<file path="src/design/lpc_defs.vh">
`ifndef LPC_DEFS_VH
`define LPC_DEFS_VH

// ----------------------------------------------------------------
// Frame identifiers and command codes
// ----------------------------------------------------------------
`define LPC_RESERVED_ID   8'h3c
`define LPC_APP_CMD       8'h80
`define LPC_CMD_OTP       8'h90
`define LPC_CMD_MOVE      8'h8b
`define LPC_OTP_ADDR_TAG  5'h1e
`define LPC_GP_ID_TAG     2'h2

// ----------------------------------------------------------------
// Field positions
// ----------------------------------------------------------------
`define LPC_BROAD_BIT     7
`define LPC_OTP_TAG_LSB   3

// ----------------------------------------------------------------
// Least data byte counts per frame form, store byte limit and last read index
// ----------------------------------------------------------------
`define LPC_LEN_DYN       4'h2
`define LPC_LEN_GP        4'h4
`define LPC_LEN_RSV       4'h8
`define LPC_LEN_MAX       4'h8
`define LPC_READ_LAST     3'h4

`endif

</file>
<file path="src/design/lpc_frame_mem.v">
`timescale 1ns/10ps
// ----------------------------------------------------------------
// Frame byte store, registered read
// ----------------------------------------------------------------
module lpc_frame_mem #(
  parameter WIDTH = 8,
  parameter DEPTH = 8,
  parameter AW    = 3
) (
  input  wire             core_clk,  // System clock
  input  wire             ce,        // Clock enable
  input  wire             wr_en,     // Write strobe
  input  wire [AW-1:0]    wr_addr,   // Write index
  input  wire [WIDTH-1:0] wr_data,   // Write byte
  input  wire             rd_en,     // Read strobe
  input  wire [AW-1:0]    rd_addr,   // Read index
  output reg  [WIDTH-1:0] rd_data    // Read byte, one cycle late
);

  reg [WIDTH-1:0] mem [0:DEPTH-1];

  // No reset on the array; readers only look at bytes that were written
  always @(posedge core_clk) begin
    if (ce) begin
      if (wr_en) begin
        mem[wr_addr] <= wr_data;
      end
      if (rd_en) begin
        rd_data <= mem[rd_addr];
      end
    end
  end

endmodule

</file>
<file path="src/design/lpc_cmd_decoder.v">
`timescale 1ns/10ps
`include "lpc_defs.vh"
// Overview of operation
// Reserved frame 0x80, 0x90 programs OTP byte
// OTP broadcast flag zero: program regardless address
// Move target relative zero, in current resolution
// Refuse move while any fault flag set
// Move accepted as dynamic, general, reserved frame
// Dynamic form: position high byte, low byte
// General form: command, address, high, low
// General move broadcast flag zero: all move
// Master puts LIN parity in identifier top
// OTP address byte: 11110, index; then data
// Last three OTP bytes are ignored padding
module lpc_cmd_decoder (
  input  wire        core_clk,              // System clock, 20 MHz
  input  wire        rstn,                  // Asynchronous reset, active low
  input  wire        ce,                    // Clock enable, freezes all state
  input  wire        rx_frame_start,        // Pulse: header received
  input  wire [7:0]  rx_ident,              // Protected identifier with start
  input  wire        rx_byte_valid,         // Pulse: one data byte received
  input  wire [7:0]  rx_byte,               // Data byte with valid
  input  wire        rx_frame_end,          // Pulse: frame complete, checksum good
  input  wire [6:0]  node_address,          // This node's address
  input  wire [4:0]  move_dynamic_id,       // Dynamic id assigned for moves
  input  wire [3:0]  gp_write_id,           // Four-byte general writing id
  input  wire [1:0]  microstep_resolution,  // Current stepping mode
  input  wire        thermal_shutdown_flag, // Fault flag
  input  wire        undervoltage_flag,     // Fault flag
  input  wire        lost_step_flag,        // Fault flag
  input  wire        electrical_fault_flag, // Fault flag
  output reg         otp_program_command,   // Pulse: program one OTP byte
  output reg  [2:0]  otp_byte_index,        // OTP byte to program
  output reg  [7:0]  otp_program_data,      // Data to program
  output reg         absolute_move_command, // Pulse: new target accepted
  output reg  [15:0] target_position,       // Target relative to zero
  output reg  [1:0]  move_resolution,       // Unit of target_position
  output reg         move_refused           // Pulse: move dropped by fault
);

  // ----------------------------------------------------------------
  // States and frame kinds
  // ----------------------------------------------------------------
  localparam S_IDLE  = 3'h0;
  localparam S_FRAME = 3'h1;
  localparam S_READ  = 3'h2;
  localparam S_LAST  = 3'h3;
  localparam S_EVAL  = 3'h4;

  localparam K_NONE = 2'h0;
  localparam K_DYN  = 2'h1;
  localparam K_GP   = 2'h2;
  localparam K_RSV  = 2'h3;

  // ----------------------------------------------------------------
  // Helpers
  // ----------------------------------------------------------------
  // Identifier parity check; the master fills the top bits
  function parity_ok;
    input [7:0] pid;
    begin
      parity_ok = (pid[6] == (pid[0] ^ pid[1] ^ pid[2] ^ pid[4])) &&
                  (pid[7] == ~(pid[1] ^ pid[3] ^ pid[4] ^ pid[5]));
    end
  endfunction

  // Address byte hits this node or is a broadcast
  function addr_hit;
    input [7:0] ab;
    input [6:0] node;
    begin
      addr_hit = ~ab[`LPC_BROAD_BIT] || (ab[6:0] == node);
    end
  endfunction

  reg  [2:0] state;
  reg  [1:0] kind;
  reg  [3:0] count;
  reg  [2:0] rd_idx;
  reg        cap_v;
  reg  [2:0] cap_i;
  reg  [7:0] byt [0:4];
  wire [7:0] rd_data;
  wire       wr_en;
  wire       rd_en;
  wire       fault;
  wire       dyn_go;
  wire       gp_go;
  wire       rsv_base;
  wire       otp_go;
  wire       rsv_move_go;

  assign wr_en = (state == S_FRAME) && rx_byte_valid && (count < `LPC_LEN_MAX);
  assign rd_en = (state == S_READ);
  assign fault = thermal_shutdown_flag | undervoltage_flag | lost_step_flag | electrical_fault_flag;

  // ----------------------------------------------------------------
  // Frame byte store
  // ----------------------------------------------------------------
  lpc_frame_mem #(
    .WIDTH (8),
    .DEPTH (8),
    .AW    (3)
  ) u_mem (
    .core_clk (core_clk),
    .ce       (ce),
    .wr_en    (wr_en),
    .wr_addr  (count[2:0]),
    .wr_data  (rx_byte),
    .rd_en    (rd_en),
    .rd_addr  (rd_idx),
    .rd_data  (rd_data)
  );

  // ----------------------------------------------------------------
  // Frame decode terms
  // ----------------------------------------------------------------
  // Dynamic form needs two bytes: high then low
  assign dyn_go = (kind == K_DYN) && (count >= `LPC_LEN_DYN);
  // General form: command, address, high, low
  assign gp_go = (kind == K_GP) && (count >= `LPC_LEN_GP) &&
                 (byt[0] == `LPC_CMD_MOVE) && addr_hit(byt[1], node_address);
  // Reserved frames must be full length; pad bytes are not examined
  assign rsv_base = (kind == K_RSV) && (count >= `LPC_LEN_RSV) && (byt[0] == `LPC_APP_CMD);
  assign otp_go = rsv_base && (byt[1] == `LPC_CMD_OTP) && addr_hit(byt[2], node_address) &&
                  (byt[3][7:`LPC_OTP_TAG_LSB] == `LPC_OTP_ADDR_TAG);
  // Reserved move serves the first address slot only, no broadcast
  assign rsv_move_go = rsv_base && (byt[1] == `LPC_CMD_MOVE) && (byt[2][6:0] == node_address);

  // ----------------------------------------------------------------
  // Sequencer: collect, read back, evaluate
  // ----------------------------------------------------------------
  always @(posedge core_clk or negedge rstn) begin
    if (!rstn) begin
      state  <= S_IDLE;
      kind   <= K_NONE;
      count  <= 4'h0;
      rd_idx <= 3'h0;
    end else if (ce) begin
      case (state)
        S_IDLE: begin
          if (rx_frame_start) begin
            state <= S_FRAME;
            count <= 4'h0;
            if (!parity_ok(rx_ident)) begin
              kind <= K_NONE; // Corrupt header: swallow the frame
            end else if (rx_ident == `LPC_RESERVED_ID) begin
              kind <= K_RSV;
            end else if (rx_ident[5:0] == {1'b0, move_dynamic_id}) begin
              kind <= K_DYN;
            end else if (rx_ident[5:0] == {`LPC_GP_ID_TAG, gp_write_id}) begin
              kind <= K_GP;
            end else begin
              kind <= K_NONE;
            end
          end
        end
        S_FRAME: begin
          if (rx_frame_start) begin
            count <= 4'h0; // Header without end: previous frame abandoned
            state <= S_IDLE;
          end else if (rx_frame_end) begin
            state  <= (kind == K_NONE) ? S_IDLE : S_READ;
            rd_idx <= 3'h0;
          end else if (wr_en) begin
            count <= count + 4'h1;
          end
        end
        S_READ: begin
          if (rd_idx == `LPC_READ_LAST) begin
            state <= S_LAST;
          end else begin
            rd_idx <= rd_idx + 3'h1;
          end
        end
        S_LAST: begin
          state <= S_EVAL;
        end
        S_EVAL: begin
          state <= S_IDLE;
        end
        default: begin
          state <= S_IDLE;
        end
      endcase
    end
  end

  // Read data arrive one cycle after the request
  always @(posedge core_clk or negedge rstn) begin
    if (!rstn) begin
      cap_v <= 1'b0;
      cap_i <= 3'h0;
    end else if (ce) begin
      cap_v <= rd_en;
      cap_i <= rd_idx;
    end
  end

  // Captured frame bytes 0..4, no reset needed
  always @(posedge core_clk) begin
    if (ce && cap_v) begin
      byt[cap_i] <= rd_data;
    end
  end

  // ----------------------------------------------------------------
  // Command outputs
  // ----------------------------------------------------------------
  always @(posedge core_clk or negedge rstn) begin
    if (!rstn) begin
      otp_program_command   <= 1'b0;
      otp_byte_index        <= 3'h0;
      otp_program_data      <= 8'h00;
      absolute_move_command <= 1'b0;
      target_position       <= 16'h0000;
      move_resolution       <= 2'h0;
      move_refused          <= 1'b0;
    end else if (ce) begin
      otp_program_command   <= 1'b0;
      absolute_move_command <= 1'b0;
      move_refused          <= 1'b0;
      if (state == S_EVAL) begin
        if (otp_go) begin
          otp_program_command <= 1'b1;
          otp_byte_index      <= byt[3][2:0];
          otp_program_data    <= byt[4];
        end
        if (dyn_go || gp_go || rsv_move_go) begin
          if (fault) begin
            move_refused <= 1'b1;
          end else begin
            absolute_move_command <= 1'b1;
            move_resolution       <= microstep_resolution;
            if (dyn_go) begin
              target_position <= {byt[0], byt[1]};
            end else if (gp_go) begin
              target_position <= {byt[2], byt[3]};
            end else begin
              target_position <= {byt[3], byt[4]};
            end
          end
        end
      end
    end
  end

endmodule

</file>
<file path="config.mk">
export PLATFORM = sky130hd
export DESIGN_NAME = lpc_cmd_decoder
export DESIGN_NICKNAME = d
export VERILOG_FILES = /design/src/design/lpc_frame_mem.v /design/src/design/lpc_cmd_decoder.v
export VERILOG_INCLUDE_DIRS = /design/src /design/src/design
export SDC_FILE = /design/constraint.sdc
export NUM_CORES = 1
export LEC_CHECK = 0
export BUFFER_PORTS_ARGS = -buffer_cell sky130_fd_sc_hd__clkbuf_2
export CORE_UTILIZATION = 49
export DETAILED_ROUTE_END_ITERATION = 8
export GPL_ROUTABILITY_DRIVEN = 1
export PLACE_DENSITY = 0.64
export SYNTH_ARGS = -nofsm -noshare
export SYNTH_HDL_FRONTEND = slang
export SYNTH_SLANG_ARGS = --single-unit
</file>
<file path="constraint.sdc">
create_clock -name core_clk -period 2.9 [get_ports core_clk]
set_input_delay 0.435 -clock core_clk [delete_from_list [all_inputs] [get_ports core_clk]]
set_output_delay 0.435 -clock core_clk [all_outputs]
set_load 0.02 [all_outputs]
</file>
# Word level (Yosys, flattened, before mapping)
# Memories as Yosys holds them, arrays and structs flattened. A register that Yosys moved wholly into a read port is not among the register bits.
# Cells that the tools add are included.
# totals
regBits	48
ramBits	104
out_inout_bits	32
n_memories	2
in_bits	44
elab_cells	126
# memory_table
memory	words	width	rd	rd_ports_with_merged_regs	wr	line_no	rtl
u_mem.mem	8	8	1	1	1	lpc_frame_mem.v:20	reg [WIDTH-1:0] mem [0:DEPTH-1];
byt	5	8	5	0	1	lpc_cmd_decoder.v:82	reg [7:0] byt [0:4];
# classes
n_reduce_logical	30
n_mux	34
add_sub_neg	2
bitwise_logic	13
n_lt_le_gt_ge	4
n_eq_ne	28
# ops
cell	count
8-bit == test (second input constant)	4
16-bit 2-to-1 mux	2
3-bit 2-to-1 mux	7
4-bit 2-to-1 mux	4
1-bit logical AND	15
7-bit == test	2
1-bit 2-to-1 mux	13
3-bit one-hot mux with 4 select lines	1
2-bit 2-to-1 mux	5
5-bit AND reduction	2
8-bit by 6-bit == test with 1-bit output (second input constant)	1
2-bit != test (second input constant)	4
4-bit one-hot mux with 2 select lines	1
4-bit AND reduction	2
3-bit by 2-bit == test with 1-bit output (second input constant)	2
3-bit == test (second input constant)	2
6-bit by 5-bit == test with 1-bit output	1
6-bit == test	1
3-bit != test (second input constant)	2
3-bit one-hot mux with 2 select lines	1
3-bit AND reduction	2
1-bit XOR	6
5-bit == test (second input constant)	1
4-bit by 1-bit adder with 4-bit output (second input constant)	1
other kinds (18)	29

# Logic depth before layout (Yosys ltp)
# depth
ltp_word	8
ltp_mapped	10
ltp_nobuf	8

# Cells and area by module
# From an unflattened synthesis, not the netlist that was laid out.
# unflattened
cells_unflattened	502
area_unflattened_um2	7262.0
# modules_own_cells
module	cells_each	instances	seq_area_each_um2	area_per_inst_um2
lpc_cmd_decoder	387	1	2402.3	4481.8
lpc_frame_mem	115	1	2162.1	2780.2

# Worst setup path before layout
# OpenSTA, ideal clock, no wires.
# synth_path
path_type	register -> register
startpoint	reg rd_idx[0]
endpoint	reg rd_idx[2]
t_arrival_ns	2.377
synth_period_minus_slack_ns	2.461
setup_slack_ns	0.439
setup_ns	0.083
path_stages_with_launch	10
path_cell_list	dfrtp_1 -> buf_2 -> buf_1 -> inv_1 -> ha_1 -> nand2_1 -> or4b_2 -> o21ai_0 -> nand2_1 -> o21ai_0
# synth_between
elab_chain_cells	3
# synth_lines
element	line_no	rtl
start, declared	lpc_cmd_decoder.v:79	reg [2:0] rd_idx;
start signal, assigned	lpc_cmd_decoder.v:173	rd_idx <= rd_idx + 3'h1;
3-bit by 1-bit adder with 3-bit output / 3-bit == test (equally long branches)	n/a	
3-bit 2-to-1 mux / 2-bit != test (equally long branches)	n/a	
3-bit one-hot mux with 2 select lines / 5-bit AND reduction (equally long branches)	n/a	
# Several ways; a longest one is shown, not always the timed one. The select of a mux whose other input is x is not followed.
# A chain may end at the register's enable or synchronous reset.

==> impl_results.md <==
- Flops & latches, synth: between 150 and 200
- Critical Path Fanout Max: 16
- Worst skew pair latency: 0.42 ns
- Vias in the first global route: 4428
- LEAKAGE: 3.26 nW
- PwrDens: approximately 700 nW/um2
- Routed WL: between 10000 and 15000 um
- Mapped cell area: 7200 um2
- Pre-antenna DRT Iters: 5
- Initial Util: about half
- Crit start category: flop
- Layout Cells excl Fill: 790
- Area leader, netlist: edfxtp_1
- Status: finished clean
- YS warnings: 0
- Setup bufs post-CTS: 0
- CP arrival: about 2.8 ns
- Data required time of the worst path: between 3 and 4 ns
- GRT Total Usage: roughly 22%
- Post-synth cell types: 50
- Critical R2R Launch: byt[1][1]
- Max-cap violation count: 0
- Initial antenna violation count: 0
- # resized after CTS: 0
- CTS H-tree depth: 4
- Hold Buf Count CTS: 0
- Seq/Total Area, Yosys: 63.4%
- Via count: 4564
- EDFF count, synth: between 100 and 150
- DRC viols: 0
- I/O pin count: 76
- Ys flop type: edfxtp_1
- Clock share of power: 37.5%
- Placed cell count: 758
- Share of post-route cells with drive strength above 1: between 30% and 40%
- Async set-reset flop share out of synthesis: 30.0%
- Worst setup startpoint: byt[1][1]
- Final Util: about three fifths
- End of the worst register-to-register path: target_position[8]
- Synth top area share: 46.7%
- Number of vias per cell: between 5 and 6
- Worst-path clk slew: ~0.060 ns
- Reg2reg setup slack: 0.41 ns
- First-pass GRT wire length: 23600 um
- Final setup TNS: 0 ns
- CTS Buffer Depth: 2
- Final nets: 647
- Port Buffers: 75
- Gate power share: 15.2%
- R2R cell count: 5
- DR WL/cell: 18.9 um
- Post-Syn Nets: approximately 560
- Ant diodes: 0
- Post-Place Setup Slack: 0.416 ns
- End of the critical path: target_position[8]
- CTS Sinks: 160
- Period utilization: 85.9%
- Worst Tran Pin Value: approximately 0.74 ns
- Initial DRC count: 301
- Net Sw Frac: 25.2%
- Crit end category: flop
- Most frequent cells after synthesis: 112 x edfxtp_1, 48 x dfrtp_1, 38 x nand2_1
- Mapped Cells: 506
- Die height: between 100 and 150 um
- TritonCTS Buffers: 17
- Row count: 43
- Largest net degree at the start of global routing: 31
- Worst setup margin: between 0.4 and 0.5 ns
- Area of the core: between 10000 and 15000 um2
- DP HPWL: 10600 um
- Remaining antenna violation count: 0
- Routability congestion estimate from global placement: 0.854
- CTS root buf: clkbuf_16
- CTS tree: done
- GRT overflow: 0
- Fmax: approximately 400 MHz
- Top-count cell post-synth: edfxtp_1
- Post-Route Skew: 0.00566 ns
- Internal power: 4.43 mW
- Sequential power share: 47.4%
- Top post-synthesis cells by area: edfxtp_1 47%, dfrtp_1 17%, mux2_2 5.0%, mux4_2 5.0%, o311a_1 2.1%
- Slew headroom: approximately half
- Max Slew Vio Count: 0
- Hold/Removal Path Class: primary input to async pin
- Final Hold Viols: 0
- Chip width: 123 um
- NetSw: roughly 1.5 mW
- Crit Path Class: flop to flop
- Area Growth Syn to Fin: 17.5%
- Final min period: 2.49 ns
- RSZ-0062 raised after global routing: false
- DIE AREA: between 15000 and 20000 um2
- Final setup fails: 0
- Synthesized area per cell: 14.2 um2
- Peak supply drop: 0.000549 V
[flip-flops by register name, summed over array words and instances (netlist names), 2 cells and up]
name / count
u_mem.rd_data: 8
cap_i: 3
target_position: 16
otp_byte_index: 3
u_mem.mem: 64
rd_idx: 3
move_resolution: 2
otp_program_data: 8
byt: 40
kind: 2
state: 3
count: 4
[cells by family after synthesis]
kind of cell	Yosys count	synth area share, %
flops	160	63.4
simple gates	158	11.8
mux	58	12.0
compound gates	56	5.91
buf+inv	38	2.19
xor+xnor	30	3.65
fa+ha+maj	6	1.04
[routing by layer]
layer  vias to the layer above  global-route usage (%)  part of all wire [%]
met4                         0                    8.43                   1.7
li1                       2119                       -                     -
met3                        20                    5.40                   4.8
met2                       159                    35.6                    51
met1                      2266                    27.2                    43
met5                         -                       0                     0
[final cells by class]
| cell class | instances | area, um2 |
|---|---|---|
| well taps | 180 | 225 |
| clock buffers | 20 | 468 |
| clock inverters | 12 | 130 |
| multi-input cells | 308 | 2480 |
| flip-flops and latches | 160 | 4560 |
| fillers | 1095 | 5640 |
| repair buffers | 98 | 548 |
| inverters | 12 | 45.0 |
[through the flow]
step | total power, mW | hold slack, ns | area (um2)
2_1_floorplan | 3.47 | 0.139 | 7200
3_3_place_gp | 3.73 | 0.485 | 7860
3_5_place_dp | 3.76 | 0.484 | 7860
4_1_cts | 5.99 | 0.0796 | 8460
5_1_grt | 6.19 | 0.123 | 8460
6_report | 5.93 | 0.0679 | 8460
[power groups by stage]
stage	logic (mW)	registers, mW	clock network (mW)
final	0.899	2.81	2.22
after global routing	0.995	2.83	2.36
after CTS	0.915	2.81	2.26
after detailed placement	0.908	2.85	0
after global placement	0.886	2.85	0
after floorplan	0.721	2.75	0
[worst min path at each step]
stage | endpoint | slack, ns | depth (start not counted)
final | target_position[3] | 0.07 | 1
after global routing | move_resolution[1] | 0.12 | 1
after CTS | target_position[3] | 0.08 | 1
after detailed placement | move_refused | 0.48 | 1
after global placement | move_refused | 0.48 | 1
after floorplan | absolute_move_command | 0.14 | 0
[worst max-delay path, stage by stage, from the launching register on]
cell and delay (ns):
edfxtp_1 0.49, xor2_1 0.20, nor4_1 0.45, nand2_1 0.48
o311a_1 0.49, mux2_4 0.26
[cells in the final DEF, fill, tap and decap left out, types with 2 or more instances in the layout]
cell type and n:
a21oi_1 4, and2_1 2, and4_1 2, buf_4 23, bufinv_16 2, clkbuf_16 18, clkbuf_2 75, clkinv_2 4
clkinv_4 2, clkinvlp_4 2, dfrtp_1 48, edfxtp_1 112, ha_1 6, inv_1 12, inv_6 2, mux2_2 32
mux2_4 9, mux4_2 16, nand2_1 38, nand2b_1 4, nand3_1 9, nand4_1 6, nor2_1 32, nor3_1 26
nor3b_1 4, nor4_1 6, nor4b_4 2, o21ai_0 10, o21ai_1 2, o311a_1 15, o31ai_1 16, o41ai_1 2
or3_1 15, xnor2_1 16, xor2_1 14
Note: power is estimated with default switching activity, not from simulation.
